--- src/trig_defines.svh ---
// offsets, field positions, reset values and timing counts of the trigger control
`ifndef TRIG_DEFINES_SVH
`define TRIG_DEFINES_SVH
// register byte offsets
`define OFF_SW_TRIG     8'h00
`define OFF_STATUS      8'h04
`define OFF_ENC_IVAL    8'h08
`define OFF_BURST       8'h0c
`define OFF_FR_PERIOD   8'h40
`define OFF_SHUTTER     8'h44
// per-module block: base 0x10 * (module + 1), word index in bits 3:2
`define MOD_K_CFG       2'h0
`define MOD_K_TDLY      2'h1
`define MOD_K_EDLY      2'h2
`define MOD_K_OVR       2'h3
// status bit positions (ready bits sit at 2:0)
`define ST_EXPO_BIT     3
`define ST_ACQ_BIT      4
`define ST_RO_BIT       5
// selectable sources per module, bit index is the source code
`define MASK_BURST      5'h1b
`define MASK_FRAME      5'h0f
`define MASK_STOP       5'h01
// reset values
`define RST_BURST       16'h0001
`define RST_FR_PERIOD   24'h00_2710
`define RST_SHUTTER     24'h00_03e8
// timing: time delays, period and shutter count in microseconds
`define CLK_NS          40
`define US_NS           1000
`define US_CYC          ((`US_NS + `CLK_NS - 1) / `CLK_NS)
`endif

--- src/trig_pkg.sv ---
// types of the camera trigger control
package trig_pkg;
   `include "trig_defines.svh"
   typedef enum logic [2:0] {SRC_EXT, SRC_SW, SRC_FM, SRC_ENC, SRC_ONCE} src_t;
   typedef enum logic [1:0] {PH_IDLE, PH_STEP, PH_TIME} phase_t;
   // module configuration word, bit 0 is the enable
   typedef struct packed {
      logic [1:0] line;
      logic       edge_mode;
      logic       inv;
      src_t       src;
      logic       en;
   } mod_cfg_t;
   typedef struct packed {
      mod_cfg_t [2:0]       cfg;
      logic [2:0][15:0]     tdly;
      logic [2:0][15:0]     edly;
      logic [2:0][15:0]     ovr;
      logic [15:0]          ival;
      logic [15:0]          burst;
      logic [23:0]          period;
      logic [23:0]          shutter;
      logic [2:0]           sw;
      logic [2:0]           prev;
      logic [2:0][15:0]     ecnt;
      logic [2:0]           eonce;
      phase_t [2:0]         ph;
      logic [2:0][15:0]     dcnt;
      logic [4:0]           us_div;
      logic                 us_tick;
      logic                 acq;
      logic                 acq_out;
      logic [15:0]          left;
      logic                 expo;
      logic [23:0]          shut_cnt;
      logic                 ro_pend;
      logic [23:0]          fr_cnt;
      logic [2:0]           rdy;
      logic                 wr;
      logic [31:0]          rdata;
   } state_t;
endpackage

--- src/camera_trigger_control.sv ---
// trigger control: burst start, frame begin and exposure stop modules with avalon registers
`timescale 1ns/1ps
`include "trig_defines.svh"
module camera_trigger_control (
   input  wire logic        clk_sys,
   input  wire logic        arst_n,
   input  wire logic [3:0]  ext_in,
   input  wire logic        fm_tick,
   input  wire logic        enc_step,
   input  wire logic        readout_done,
   input  wire logic [7:0]  avs_address,
   input  wire logic        avs_read,
   input  wire logic        avs_write,
   input  wire logic [31:0] avs_writedata,
   input  wire logic [3:0]  avs_byteenable,
   output logic [31:0]      avs_readdata,
   output logic             avs_waitrequest,
   output logic             burst_start_ready,
   output logic             frame_begin_ready,
   output logic             exposure_stop_ready,
   output logic             exposure_active,
   output logic             acquisition_active
);

   // ************************************************************
   // state and per-module source detection
   // ************************************************************
   // held state and its next value
   trig_pkg::state_t s;
   trig_pkg::state_t n;

   // per-module source signals
   logic [2:0]       lvl;
   logic [2:0]       pulse;
   logic [2:0]       req;
   logic [2:0]       ovr_evt;
   logic [2:0]       ehit;

   // selected source per module turned into request and overrun events
   for (genvar g = 0; g < 3; g++) begin : g_src
      localparam logic [4:0] MASK = (g == 0) ? `MASK_BURST : ((g == 1) ? `MASK_FRAME : `MASK_STOP);
      trig_pkg::mod_cfg_t c;
      logic               ok;
      logic               esel;
      logic               sp;
      logic               sr;
      logic               frf;

      // configuration of this module, codes past the last source are never legal
      assign c = s.cfg[g];
      assign ok = (c.src <= trig_pkg::SRC_ONCE) && MASK[c.src];
      // selected line after the optional inversion
      assign lvl[g] = ext_in[c.line] ^ c.inv;
      // encoder sources share the interval counter
      assign esel = (c.src == trig_pkg::SRC_ENC) || (c.src == trig_pkg::SRC_ONCE);
      // interval reached on this step, single shot only the first time
      assign ehit[g] = enc_step && esel && (s.ival != 16'h0000) && ((s.ecnt[g] + 16'h0001) == s.ival)
                       && !((c.src == trig_pkg::SRC_ONCE) && s.eonce[g]);
      assign sp = (c.src == trig_pkg::SRC_EXT) ? (lvl[g] & ~s.prev[g]) :
                  (c.src == trig_pkg::SRC_SW)  ? s.sw[g] :
                  (c.src == trig_pkg::SRC_FM)  ? fm_tick : ehit[g];
      // level mode keeps requesting while the line stays active
      assign sr = ((c.src == trig_pkg::SRC_EXT) && !c.edge_mode) ? lvl[g] : sp;
      // free-running frame source when frame begin is disabled
      assign frf = (g == 1) && !c.en && s.us_tick && (s.fr_cnt == 24'h00_0000)
                   && (s.period != 24'h00_0000);

      // one-cycle strobe for the overrun count, held request for acceptance
      assign pulse[g] = c.en & ok & sp;
      assign req[g] = (c.en & ok & sr) | frf;
      assign ovr_evt[g] = pulse[g] & ~s.rdy[g];
   end

   // ************************************************************
   // next state
   // ************************************************************
   always_comb begin
      // working values of this cycle
      logic [2:0]  fire;
      logic        acq_act;
      logic        end_now;
      logic        hit;
      logic [31:0] rv;
      logic [31:0] bm;
      logic [31:0] wv;
      logic [1:0]  mi;

      // defaults for every path
      fire = 3'h0;
      acq_act = 1'b0;
      end_now = 1'b0;
      hit = 1'b0;
      rv = 32'h0000_0000;
      mi = 2'h0;
      wv = 32'h0000_0000;
      // byte lanes enabled by the master
      bm = {{8{avs_byteenable[3]}}, {8{avs_byteenable[2]}}, {8{avs_byteenable[1]}}, {8{avs_byteenable[0]}}};

      // hold the state, one-cycle strobes cleared
      n = s;
      n.sw = 3'h0;
      n.prev = lvl;
      // microsecond tick for delays, shutter and free-run period
      n.us_tick = (s.us_div == 5'(`US_CYC - 1));
      n.us_div = n.us_tick ? 5'h00 : s.us_div + 5'h01;

      for (int m = 0; m < 3; m++) begin
         // encoder interval counters
         if (s.cfg[m].en && ((s.cfg[m].src == trig_pkg::SRC_ENC) || (s.cfg[m].src == trig_pkg::SRC_ONCE))) begin
            if (ehit[m]) begin
               n.ecnt[m] = 16'h0000;
               if (s.cfg[m].src == trig_pkg::SRC_ONCE) begin
                  n.eonce[m] = 1'b1;
               end
            end else if (enc_step && !s.eonce[m]) begin
               n.ecnt[m] = s.ecnt[m] + 16'h0001;
            end
         end else begin
            n.ecnt[m] = 16'h0000;
            n.eonce[m] = 1'b0;
         end

         // refused strobe bumps the read-only overrun count
         if (ovr_evt[m]) begin
            n.ovr[m] = s.ovr[m] + 16'h0001;
         end

         // accept, step delay, time delay, fire
         case (s.ph[m])
            trig_pkg::PH_IDLE: begin
               // take a request only while ready
               if (req[m] && s.rdy[m]) begin
                  if ((m < 2) && (s.edly[m] != 16'h0000)) begin
                     n.ph[m] = trig_pkg::PH_STEP;
                     n.dcnt[m] = s.edly[m];
                  end else if (s.tdly[m] != 16'h0000) begin
                     n.ph[m] = trig_pkg::PH_TIME;
                     n.dcnt[m] = s.tdly[m];
                  end else begin
                     fire[m] = 1'b1;
                  end
               end
            end
            trig_pkg::PH_STEP: begin
               // count encoder steps down
               if (enc_step) begin
                  if (s.dcnt[m] > 16'h0001) begin
                     n.dcnt[m] = s.dcnt[m] - 16'h0001;
                  end else if (s.tdly[m] != 16'h0000) begin
                     n.ph[m] = trig_pkg::PH_TIME;
                     n.dcnt[m] = s.tdly[m];
                  end else begin
                     n.ph[m] = trig_pkg::PH_IDLE;
                     fire[m] = 1'b1;
                  end
               end
            end
            trig_pkg::PH_TIME: begin
               // count microsecond ticks down
               if (s.us_tick) begin
                  if (s.dcnt[m] > 16'h0001) begin
                     n.dcnt[m] = s.dcnt[m] - 16'h0001;
                  end else begin
                     n.ph[m] = trig_pkg::PH_IDLE;
                     fire[m] = 1'b1;
                  end
               end
            end
            default: begin
               // unused phase code falls back to idle
               n.ph[m] = trig_pkg::PH_IDLE;
            end
         endcase
      end

      // ************************************************************
      // burst, exposure and free-run timing
      // ************************************************************
      // burst gating
      if (fire[0] && (s.burst != 16'h0000)) begin
         n.acq = 1'b1;
         n.left = s.burst;
      end

      // acquisition window seen by the frame module
      acq_act = !s.cfg[0].en || s.acq;

      // exposure start, one frame of the burst consumed
      if (fire[1] && acq_act && !s.expo) begin
         n.expo = 1'b1;
         n.shut_cnt = s.shutter;
         if (s.cfg[0].en && (s.left != 16'h0000)) begin
            n.left = s.left - 16'h0001;
         end
      end

      // exposure end by stop module or shutter count
      if (s.cfg[2].en) begin
         end_now = s.expo && fire[2];
      end else if (s.expo && s.us_tick) begin
         end_now = (s.shut_cnt <= 24'h00_0001);
         n.shut_cnt = s.shut_cnt - 24'h00_0001;
      end

      // readout finished; an exposure end in the same cycle still sets pending
      if (readout_done) begin
         n.ro_pend = 1'b0;
      end
      if (end_now) begin
         n.expo = 1'b0;
         n.ro_pend = 1'b1;
         if (s.cfg[0].en && (s.left == 16'h0000)) begin
            n.acq = 1'b0;
         end
      end

      // free-run period counter
      if (s.cfg[1].en) begin
         n.fr_cnt = 24'h00_0000;
      end else if (s.us_tick) begin
         n.fr_cnt = (s.fr_cnt == 24'h00_0000) ? s.period - 24'h00_0001 : s.fr_cnt - 24'h00_0001;
      end

      // ************************************************************
      // register bus
      // ************************************************************
      // register read value
      if ((avs_address[7:4] >= 4'h1) && (avs_address[7:4] <= 4'h3)) begin
         // per-module block, word chosen by address bits 3:2
         mi = 2'(avs_address[7:4] - 4'h1);
         hit = 1'b1;
         case (avs_address[3:2])
            `MOD_K_CFG:  rv = {24'h00_0000, s.cfg[mi]};
            `MOD_K_TDLY: rv = {16'h0000, s.tdly[mi]};
            `MOD_K_EDLY: rv = {16'h0000, s.edly[mi]};
            default:     rv = {16'h0000, s.ovr[mi]};
         endcase
      end else begin
         // global registers
         case (avs_address)
            `OFF_SW_TRIG:   rv = 32'h0000_0000;
            `OFF_STATUS:    rv = {26'h000_0000, s.ro_pend, s.acq, s.expo, s.rdy};
            `OFF_ENC_IVAL:  rv = {16'h0000, s.ival};
            `OFF_BURST:     rv = {16'h0000, s.burst};
            `OFF_FR_PERIOD: rv = {8'h00, s.period};
            `OFF_SHUTTER:   rv = {8'h00, s.shutter};
            default:        rv = 32'h0000_0000;
         endcase
      end

      // write value: unselected bytes keep their old contents
      wv = (rv & ~bm) | (avs_writedata & bm);

      // avalon slave: answer one cycle after the request is seen
      if (s.wr && (avs_read || avs_write)) begin
         n.wr = 1'b0;
         n.rdata = avs_read ? rv : 32'h0000_0000;
      end else if (!s.wr) begin
         // answer cycle: writes land at its closing edge, waitrequest rises again
         n.wr = 1'b1;
         if (avs_write && hit) begin
            case (avs_address[3:2])
               `MOD_K_CFG:  n.cfg[mi] = trig_pkg::mod_cfg_t'(wv[7:0]);
               `MOD_K_TDLY: n.tdly[mi] = wv[15:0];
               `MOD_K_EDLY: n.edly[mi] = wv[15:0];
               default:     n.ovr[mi] = n.ovr[mi]; // read only
            endcase
         end else if (avs_write) begin
            // global registers; status and unmapped words ignore writes
            case (avs_address)
               `OFF_SW_TRIG:   n.sw = avs_byteenable[0] ? avs_writedata[2:0] : 3'h0;
               `OFF_ENC_IVAL:  n.ival = wv[15:0];
               `OFF_BURST:     n.burst = wv[15:0];
               `OFF_FR_PERIOD: n.period = wv[23:0];
               `OFF_SHUTTER:   n.shutter = wv[23:0];
               default:        n.wr = 1'b1;
            endcase
         end
      end

      // ************************************************************
      // ready flags and acquisition window
      // ************************************************************
      // ready flags from the next state
      n.rdy[0] = n.cfg[0].en && !n.acq && (n.ph[0] == trig_pkg::PH_IDLE);
      n.rdy[1] = (n.ph[1] == trig_pkg::PH_IDLE) && !n.expo && !n.ro_pend && (!n.cfg[0].en || n.acq);
      n.rdy[2] = n.cfg[2].en && n.expo && (n.ph[2] == trig_pkg::PH_IDLE);
      // acquisition window registered for its output pin
      n.acq_out = !n.cfg[0].en || n.acq;
   end

   // ************************************************************
   // state register
   // ************************************************************
   // the whole state in one register
   always_ff @(posedge clk_sys or negedge arst_n) begin
      if (!arst_n) begin
         s <= '0;
         // fields whose reset value is not zero
         s.burst <= `RST_BURST;
         s.period <= `RST_FR_PERIOD;
         s.shutter <= `RST_SHUTTER;
         s.wr <= 1'b1;
         s.acq_out <= 1'b1;
      end else begin
         s <= n;
      end
   end

   // outputs straight from the state register
   assign avs_readdata = s.rdata;
   assign avs_waitrequest = s.wr;
   assign burst_start_ready = s.rdy[0];
   assign frame_begin_ready = s.rdy[1];
   assign exposure_stop_ready = s.rdy[2];
   assign exposure_active = s.expo;
   assign acquisition_active = s.acq_out;

endmodule

--- config.mk ---
export PLATFORM = sky130hd
export DESIGN_NAME = camera_trigger_control
export DESIGN_NICKNAME = d
export VERILOG_FILES = /design/src/trig_pkg.sv /design/src/camera_trigger_control.sv
export VERILOG_INCLUDE_DIRS = /design/src
export SDC_FILE = /design/constraint.sdc
export NUM_CORES = 1
export LEC_CHECK = 0
export BUFFER_PORTS_ARGS = -buffer_cell sky130_fd_sc_hd__buf_2
export CAP_MARGIN = 5
export CORE_ASPECT_RATIO = 1.2
export CORE_MARGIN = 2
export CORE_UTILIZATION = 42
export CTS_CLUSTER_DIAMETER = 200
export DETAILED_ROUTE_END_ITERATION = 12
export PLACE_DENSITY = 0.57
export RECOVER_POWER = 100
export SYNTH_ARGS = -nofsm -noshare
export SYNTH_HDL_FRONTEND = slang
export SYNTH_SLANG_ARGS = --single-unit
--- constraint.sdc ---
create_clock -name clk_sys -period 4.26 [get_ports clk_sys]
set_clock_uncertainty 0.2 [all_clocks]
set_input_delay 0.426 -clock clk_sys [delete_from_list [all_inputs] [get_ports clk_sys]]
set_output_delay 0.426 -clock clk_sys [all_outputs]
set_load 0.01 [all_outputs]
==> flow_metrics.env, run 1 <==
export IMPL_cp_end_kind="flop"
export IMPL_multi_input_area_um2=14530
export IMPL_ys_ff_latch=461
export IMPL_grt_pass1_vias=22740
export IMPL_core_region_area_um2=64450
export IMPL_area_delta_synth_final_pct=11.24
export IMPL_grt_usage=0.2603
export IMPL_ys_seq_area_frac=0.4225
export IMPL_ys_types=93
export IMPL_cts_inserted_buffers=49
export IMPL_regArea_um2=11550
export IMPL_antenna_found_initial=1
export IMPL_place_area_um2=28800
export IMPL_synth_top_flop_cell="dfrtp_1"
export IMPL_hp_class="in -> reg"
export IMPL_path_max_fanout=25
export IMPL_ioPinCount=93
export IMPL_overflow=0
export IMPL_synth_area_leader_cell="dfrtp_1"
export IMPL_violations="max-capacitance violations, max-slew violations"
export IMPL_clockBufferDepth=3
export IMPL_max_freq_ghz=0.2487
export IMPL_drt_first_pass_iters=6
export IMPL_start_util=0.4243
export IMPL_cp_required_ns=4.56
export IMPL_hold_viol=0
export IMPL_clock_latency_ns=0.61
export IMPL_cts_htree_levels=2
export IMPL_fin_crit_sh=0.9439
export IMPL_first_iter_violations=2137
export IMPL_dieArea_um2=67180
export IMPL_power_leakage_nw=13.41
export IMPL_rsz0062_at_grt="no"
export IMPL_drt_wirelength_per_cell_um=23.17
export IMPL_rrSetupSlack_ns=0.24
export IMPL_setup_tns_ns=0
export IMPL_ys_top_cells_by_area="dfrtp_1 (41%), mux2_2 (8.6%), o21ai_0 (3.9%), nor2_1 (3.8%), nand2_1 (3.1%)"
export IMPL_die_y_um=283.5
export IMPL_synth_edf_count=0
export IMPL_n_fill_cell=6021
export IMPL_viasPerCell=6.070
export IMPL_dp_hpwl_um=63840
export IMPL_crit_arrival_ns=4.32
export IMPL_via_count=23290
export IMPL_relSlewSlack=-1.017
export IMPL_power_mw=12.06
export IMPL_clkSinkCount=461
export IMPL_wl_um=88870
export IMPL_portBuffers=75
export IMPL_maxCapViolCount=2
export IMPL_start_kind="flop"
export IMPL_setup_viol=0
export IMPL_stdcell_area_um2=30420
export IMPL_drive_above_1_share=0.1655
export IMPL_async_flop_share=1.000
export IMPL_outcome="finished, violations left"
export IMPL_period_needed_ns=4.021
export IMPL_rows=102
export IMPL_cts_setup_buffers=0
export IMPL_yosysMostFrequentCell="dfrtp_1"
export IMPL_peakVddDrop_v=0.0002631
export IMPL_yosys_warnings=0
export IMPL_synth_top_area_share=0.4090
export IMPL_syn_avg_cell_area_um2=9.392
export IMPL_layout_nets=3052
export IMPL_path_clk_slew_ns=0.06
export IMPL_worstMarginPinSlew_ns=2.994
export IMPL_synthesis_area_um2=27350
export IMPL_routabilityCongestion=0.9348
export IMPL_tritoncts="yes"
export IMPL_synth_common_cells="dfrtp_1 (447), nor2_1 (280), nand2_1 (225), o21ai_0 (211), mux2_2 (210)"
export IMPL_critPathKind="reg -> reg"
export IMPL_cellPowerDensity_nw_per_um2=396.3
export IMPL_cts_root_buf="clkbuf_16"
export IMPL_ant_nets=0
export IMPL_finalMaxSlewViolations=109
export IMPL_grt_max_degree=87
export IMPL_drc_errors=0
export IMPL_syn_inst=2912
export IMPL_grt_pass1_wl_um=136600
export IMPL_fp_dieW_um=236.9
==> layout make-up <==
cell class,count,share of cell area
Multi-Input combinational cell,2163,0.4777
Sequential cell,461,0.3798
Clock buffer,76,0.04964
Timing Repair Buffer,199,0.04154
Tap cell,832,0.03422
Inverter,88,0.01086
Clock inverter,16,0.006128
Antenna cell,1,0.00008226
==> layout by cell type (no fill, tap or decap), types with 14 or more instances in the layout <==
master	count
clkbuf_8	14
or3_1	20
nor2_1	278
and2_1	14
a211oi_1	24
o21ai_0	214
xor2_1	78
xnor2_1	87
nand2_1	225
a21o_1	34
o221ai_1	18
mux2_2	204
a22oi_1	34
nand3_1	75
inv_1	87
nor4_1	61
a221oi_1	36
clkbuf_16	51
nand3b_1	20
buf_2	43
mux2i_1	65
nand2b_1	16
ha_1	34
o31ai_1	26
or2_2	16
clkbuf_1	57
buf_4	84
or4_1	14
nand4_1	30
a22o_1	42
dfrtp_1	447
a31oi_1	14
nor3_1	85
and3_1	35
a21oi_1	130
o22ai_1	28
==> power by group <==
part / total (mW) / internal (mW) / leakage [nW] / switching [mW]
combinational: 2.43 / 0.879 / 6.40 / 1.55
sequential: 5.09 / 4.69 / 6.17 / 0.396
clock: 4.54 / 2.68 / 0.842 / 1.86
==> worst max-delay path, cell delays in order (launching register included) <==
cell	delay, ns
dfrtp_1	0.47
ha_1	0.33
nand3_1	0.24
or3_1	0.42
a2111oi_2	0.30
o21ai_1	0.13
a2111oi_2	0.37
clkbuf_1	0.25
and3_1	0.27
o21ai_1	0.15
clkbuf_2	0.38
o221a_2	0.39
==> through the flow <==
stage	setup slack (ns)	instances	hold WS (ns)	util
2_1_floorplan	0.1175	2919	-0.06959	-
3_3_place_gp	0.1388	3730	0.2603	0.4468
3_5_place_dp	0.2176	3730	0.2608	0.4468
4_1_cts	0.2009	3835	0.07869	0.4752
5_1_grt	0.04650	3836	0.1395	0.4720
6_report	0.2389	3836	0.08729	0.4720
==> cells by family (layout without fill, tap and decap cells) <==
logic type | after synthesis | count (layout) | synth area share
xor gates and xnor gates | 165 | 165 | 0.05284
adders and majority gates | 35 | 35 | 0.01601
DFF | 461 | 461 | 0.4225
other | 1 | 9 | 0.0001371
and+or+nand+nor | 955 | 955 | 0.1720
muxes | 278 | 278 | 0.1127
AOI/OAI and AO/OA | 722 | 722 | 0.1775
buffers and inverters | 295 | 379 | 0.04639
==> layer usage <==
metal	vias up	wire [um]	track usage
met4	0	3275	0.09051
met5	-	0	0
li1	10710	-	-
met3	181	5384	0.03988
met1	11600	38580	0.3496
met2	798	41630	0.4277
==> flip-flops by register name, summed over array words and instances, names as in the netlist <==
name and cells:
acquisition_active 1, avs_readdata 24, avs_waitrequest 1, burst_start_ready 1, exposure_active 1, exposure_stop_ready 1
frame_begin_ready 1, g_src.c 24, s 407
==> path summary, 6_finish.rpt <==
check,endpoint,startpoint,cells past startpoint
worst max-delay path,s[62],s[183],11
worst min-delay path,avs_readdata[12],avs_read,3
worst max register to register,s[62],s[183],11
worst min register to register,s[348],s[348],1
max in group asynchronous,s[335],arst_n,3
min in group asynchronous,avs_readdata[18],arst_n,2
==> timing repair <==
item | CTS | global route
gates resized for setup | 0 | 3
hold buffers | 13 | 0
setup endpoints to repair | 0 | 15
endpoints found under the hold margin | 90 | 0
(Power assumes the default switching activity.)
==> run 2, diff against run 1 <==
==> constraint.sdc (replaced) <==
create_clock -name clk_sys -period 4.26 [get_ports clk_sys]
set_clock_uncertainty 0.2 [all_clocks]
set_input_delay 0.852 -clock clk_sys [delete_from_list [all_inputs] [get_ports clk_sys]]
set_output_delay 0.852 -clock clk_sys [all_outputs]
set_load 0.01 [all_outputs]
==> flow_metrics.env, run 2 (same netlist as run 1, synthesis figures left out) <==
export IMPL_mostFrequentLayoutCell="dfrtp_1"
export IMPL_violations="max-capacitance violations, max-slew violations"
export IMPL_grt_pass1_wl_um=136300
export IMPL_via_count=23350
export IMPL_drc_errors=0
export IMPL_path_cells="clkbuf_1, clkbuf_2, ha_1, o21ai_1, clkbuf_1, nor2b_1, clkbuf_1, nand2_1, mux2_2"
export IMPL_crit_arrival_ns=4.47
export IMPL_ioPinCount=93
export IMPL_hold_viol=0
export IMPL_cts_inserted_buffers=53
export IMPL_first_iter_violations=2170
export IMPL_start_kind="primary input"
export IMPL_most_common_layout_cells="dfrtp_1 (447), nor2_1 (278), nand2_1 (225)"
export IMPL_antenna_found_initial=4
export IMPL_clock_latency_ns=0.62
export IMPL_path_clk_slew_ns=0.06
export IMPL_worstMarginPinSlew_ns=2.968
export IMPL_hp_class="reg -> reg"
export IMPL_setup_tns_ns=0
export IMPL_period_needed_ns=4.182
export IMPL_outcome="finished, violations left"
export IMPL_fp_dieW_um=236.9
export IMPL_rrSetupSlack_ns=0.17
export IMPL_cp_required_ns=4.55
export IMPL_maxCapViolCount=2
export IMPL_worstSetupStartpoint="avs_address[4]"
export IMPL_layout_setup_ws_ns=0.07756
export IMPL_largest_register="s"
export IMPL_area_delta_synth_final_pct=11.73
export IMPL_drive_above_1_share=0.1707
export IMPL_critPathKind="in -> reg"
export IMPL_cellPowerDensity_nw_per_um2=400.7
export IMPL_path_max_fanout=37
export IMPL_cts_root_buf="clkbuf_16"
export IMPL_dp_hpwl_um=64160
export IMPL_relSlewSlack=-0.9786
export IMPL_start_util=0.4243
export IMPL_reg2reg_depth=12
export IMPL_r2r_end="s[94]"
export IMPL_hold_depth=1
export IMPL_routabilityCongestion=0.9244
export IMPL_finalMaxSlewViolations=124
export IMPL_rsz0062_at_grt="no"
export IMPL_die_y_um=283.5
export IMPL_max_freq_ghz=0.2391
export IMPL_peakVddDrop_v=0.0002377
export IMPL_r2r_start="s[295]"
export IMPL_overflow=0
export IMPL_tritoncts="yes"
export IMPL_critPathSlowestCell="clkbuf_1"
export IMPL_grt_pass1_vias=22570
export IMPL_largest_reg_flops=407
export IMPL_crit_family="buffers and inverters"
export IMPL_drt_first_pass_iters=6
export IMPL_cpMostUsedCell="clkbuf_1"
export IMPL_critPathMaxStageDelay_ns=0.82
export IMPL_clkSinkCount=461
export IMPL_grt_max_degree=100
export IMPL_clockBufferDepth=3
export IMPL_cts_htree_levels=2
export IMPL_ant_nets=0
export IMPL_cp_num_buf_inv=4
export IMPL_hold_buffers=0
export IMPL_rows=102
export IMPL_dpl_worst_slack_ns=0.03727
export IMPL_min_to="s[316]"
export IMPL_wl_um=88430
export IMPL_power_leakage_nw=13.50
export IMPL_viasPerCell=6.062
export IMPL_portBuffers=75
export IMPL_drt_wirelength_per_cell_um=22.96
export IMPL_core_region_area_um2=64450
export IMPL_setup_viol=0
export IMPL_dieArea_um2=67180
export IMPL_min_from="s[316]"
export IMPL_layout_nets=3064
export IMPL_fin_crit_sh=0.9818
export IMPL_grt_usage=0.2593
export IMPL_cp_end_kind="flop"
==> run 2: cell count changes in the layout (fill, tap and decap cells not counted), sizes merged <==
cell / before / now
diode: 1 / 3
buf: 130 / 133
dlygate4sd3: 13 / 0
clkbuf: 132 / 153
clkinv: 11 / 14
inv: 88 / 87
bufinv: 4 / 5
==> run 2: per-layer routing <==
metal  track usage  wire (um)  up-vias
li1              -          -    10740
met1        0.3508      38670    11730
met2        0.4200      41280      719
met3       0.03930       4973      162
met4       0.09715       3485        4
met5             0         27        -
==> run 2: worst reg2reg max path, delay by kind of cell, from the launching register on <==
kind | cells | cell delay [ns]
DFF | 1 | 0.56
buffers and inverters | 2 | 0.32
and+or+nand+nor | 5 | 1.35
AOI/OAI and AO/OA | 5 | 1.56
==> run 2: power breakdown <==
| part | switching (mW) | internal, mW | total (mW) |
|---|---|---|---|
| Clock | 1.95 | 2.82 | 4.77 |
| Sequential | 0.390 | 4.69 | 5.08 |
| Combinational | 1.52 | 0.874 | 2.40 |
==> run 2: repair_timing <==
| item | 4_1_cts | 5_1_grt |
|---|---|---|
| setup buffers | 0 | 2 |
| gates resized for setup | 0 | 4 |
| endpoints found under the setup margin | 0 | 21 |
==> run 2: how the worst max path moves through the flow <==
stage	cells past startpoint	end
final	9	s[273]
after detailed placement	12	s[101]
after global placement	12	s[101]
after global routing	12	s[94]
after CTS	11	s[101]
after floorplan	11	s[373]
==> run 2: cell type report <==
cell class	instances	area, um^2
Tap cell	832	1041
Timing Repair Buffer	207	1261
Multi-Input combinational cell	2163	14570
Sequential cell	461	11550
Clock inverter	19	241.5
Antenna cell	3	7.507
Fill cell	6055	33890
Inverter	88	330.3
Clock buffer	79	1555
==> run 2: through the flow <==
stage	hold WS (ns)	util	power, mW	area (um^2)	std cells
final	0.2693	0.4741	12.24	30560	3852
after global routing	0.2820	0.4741	12.81	30550	3851
after CTS	0.1289	0.4773	12.34	30760	3847
after detailed placement	0.2610	0.4494	7.539	28960	3749
after global placement	0.2608	0.4494	7.468	28960	3749
after floorplan	0.2378	-	6.665	27380	2919
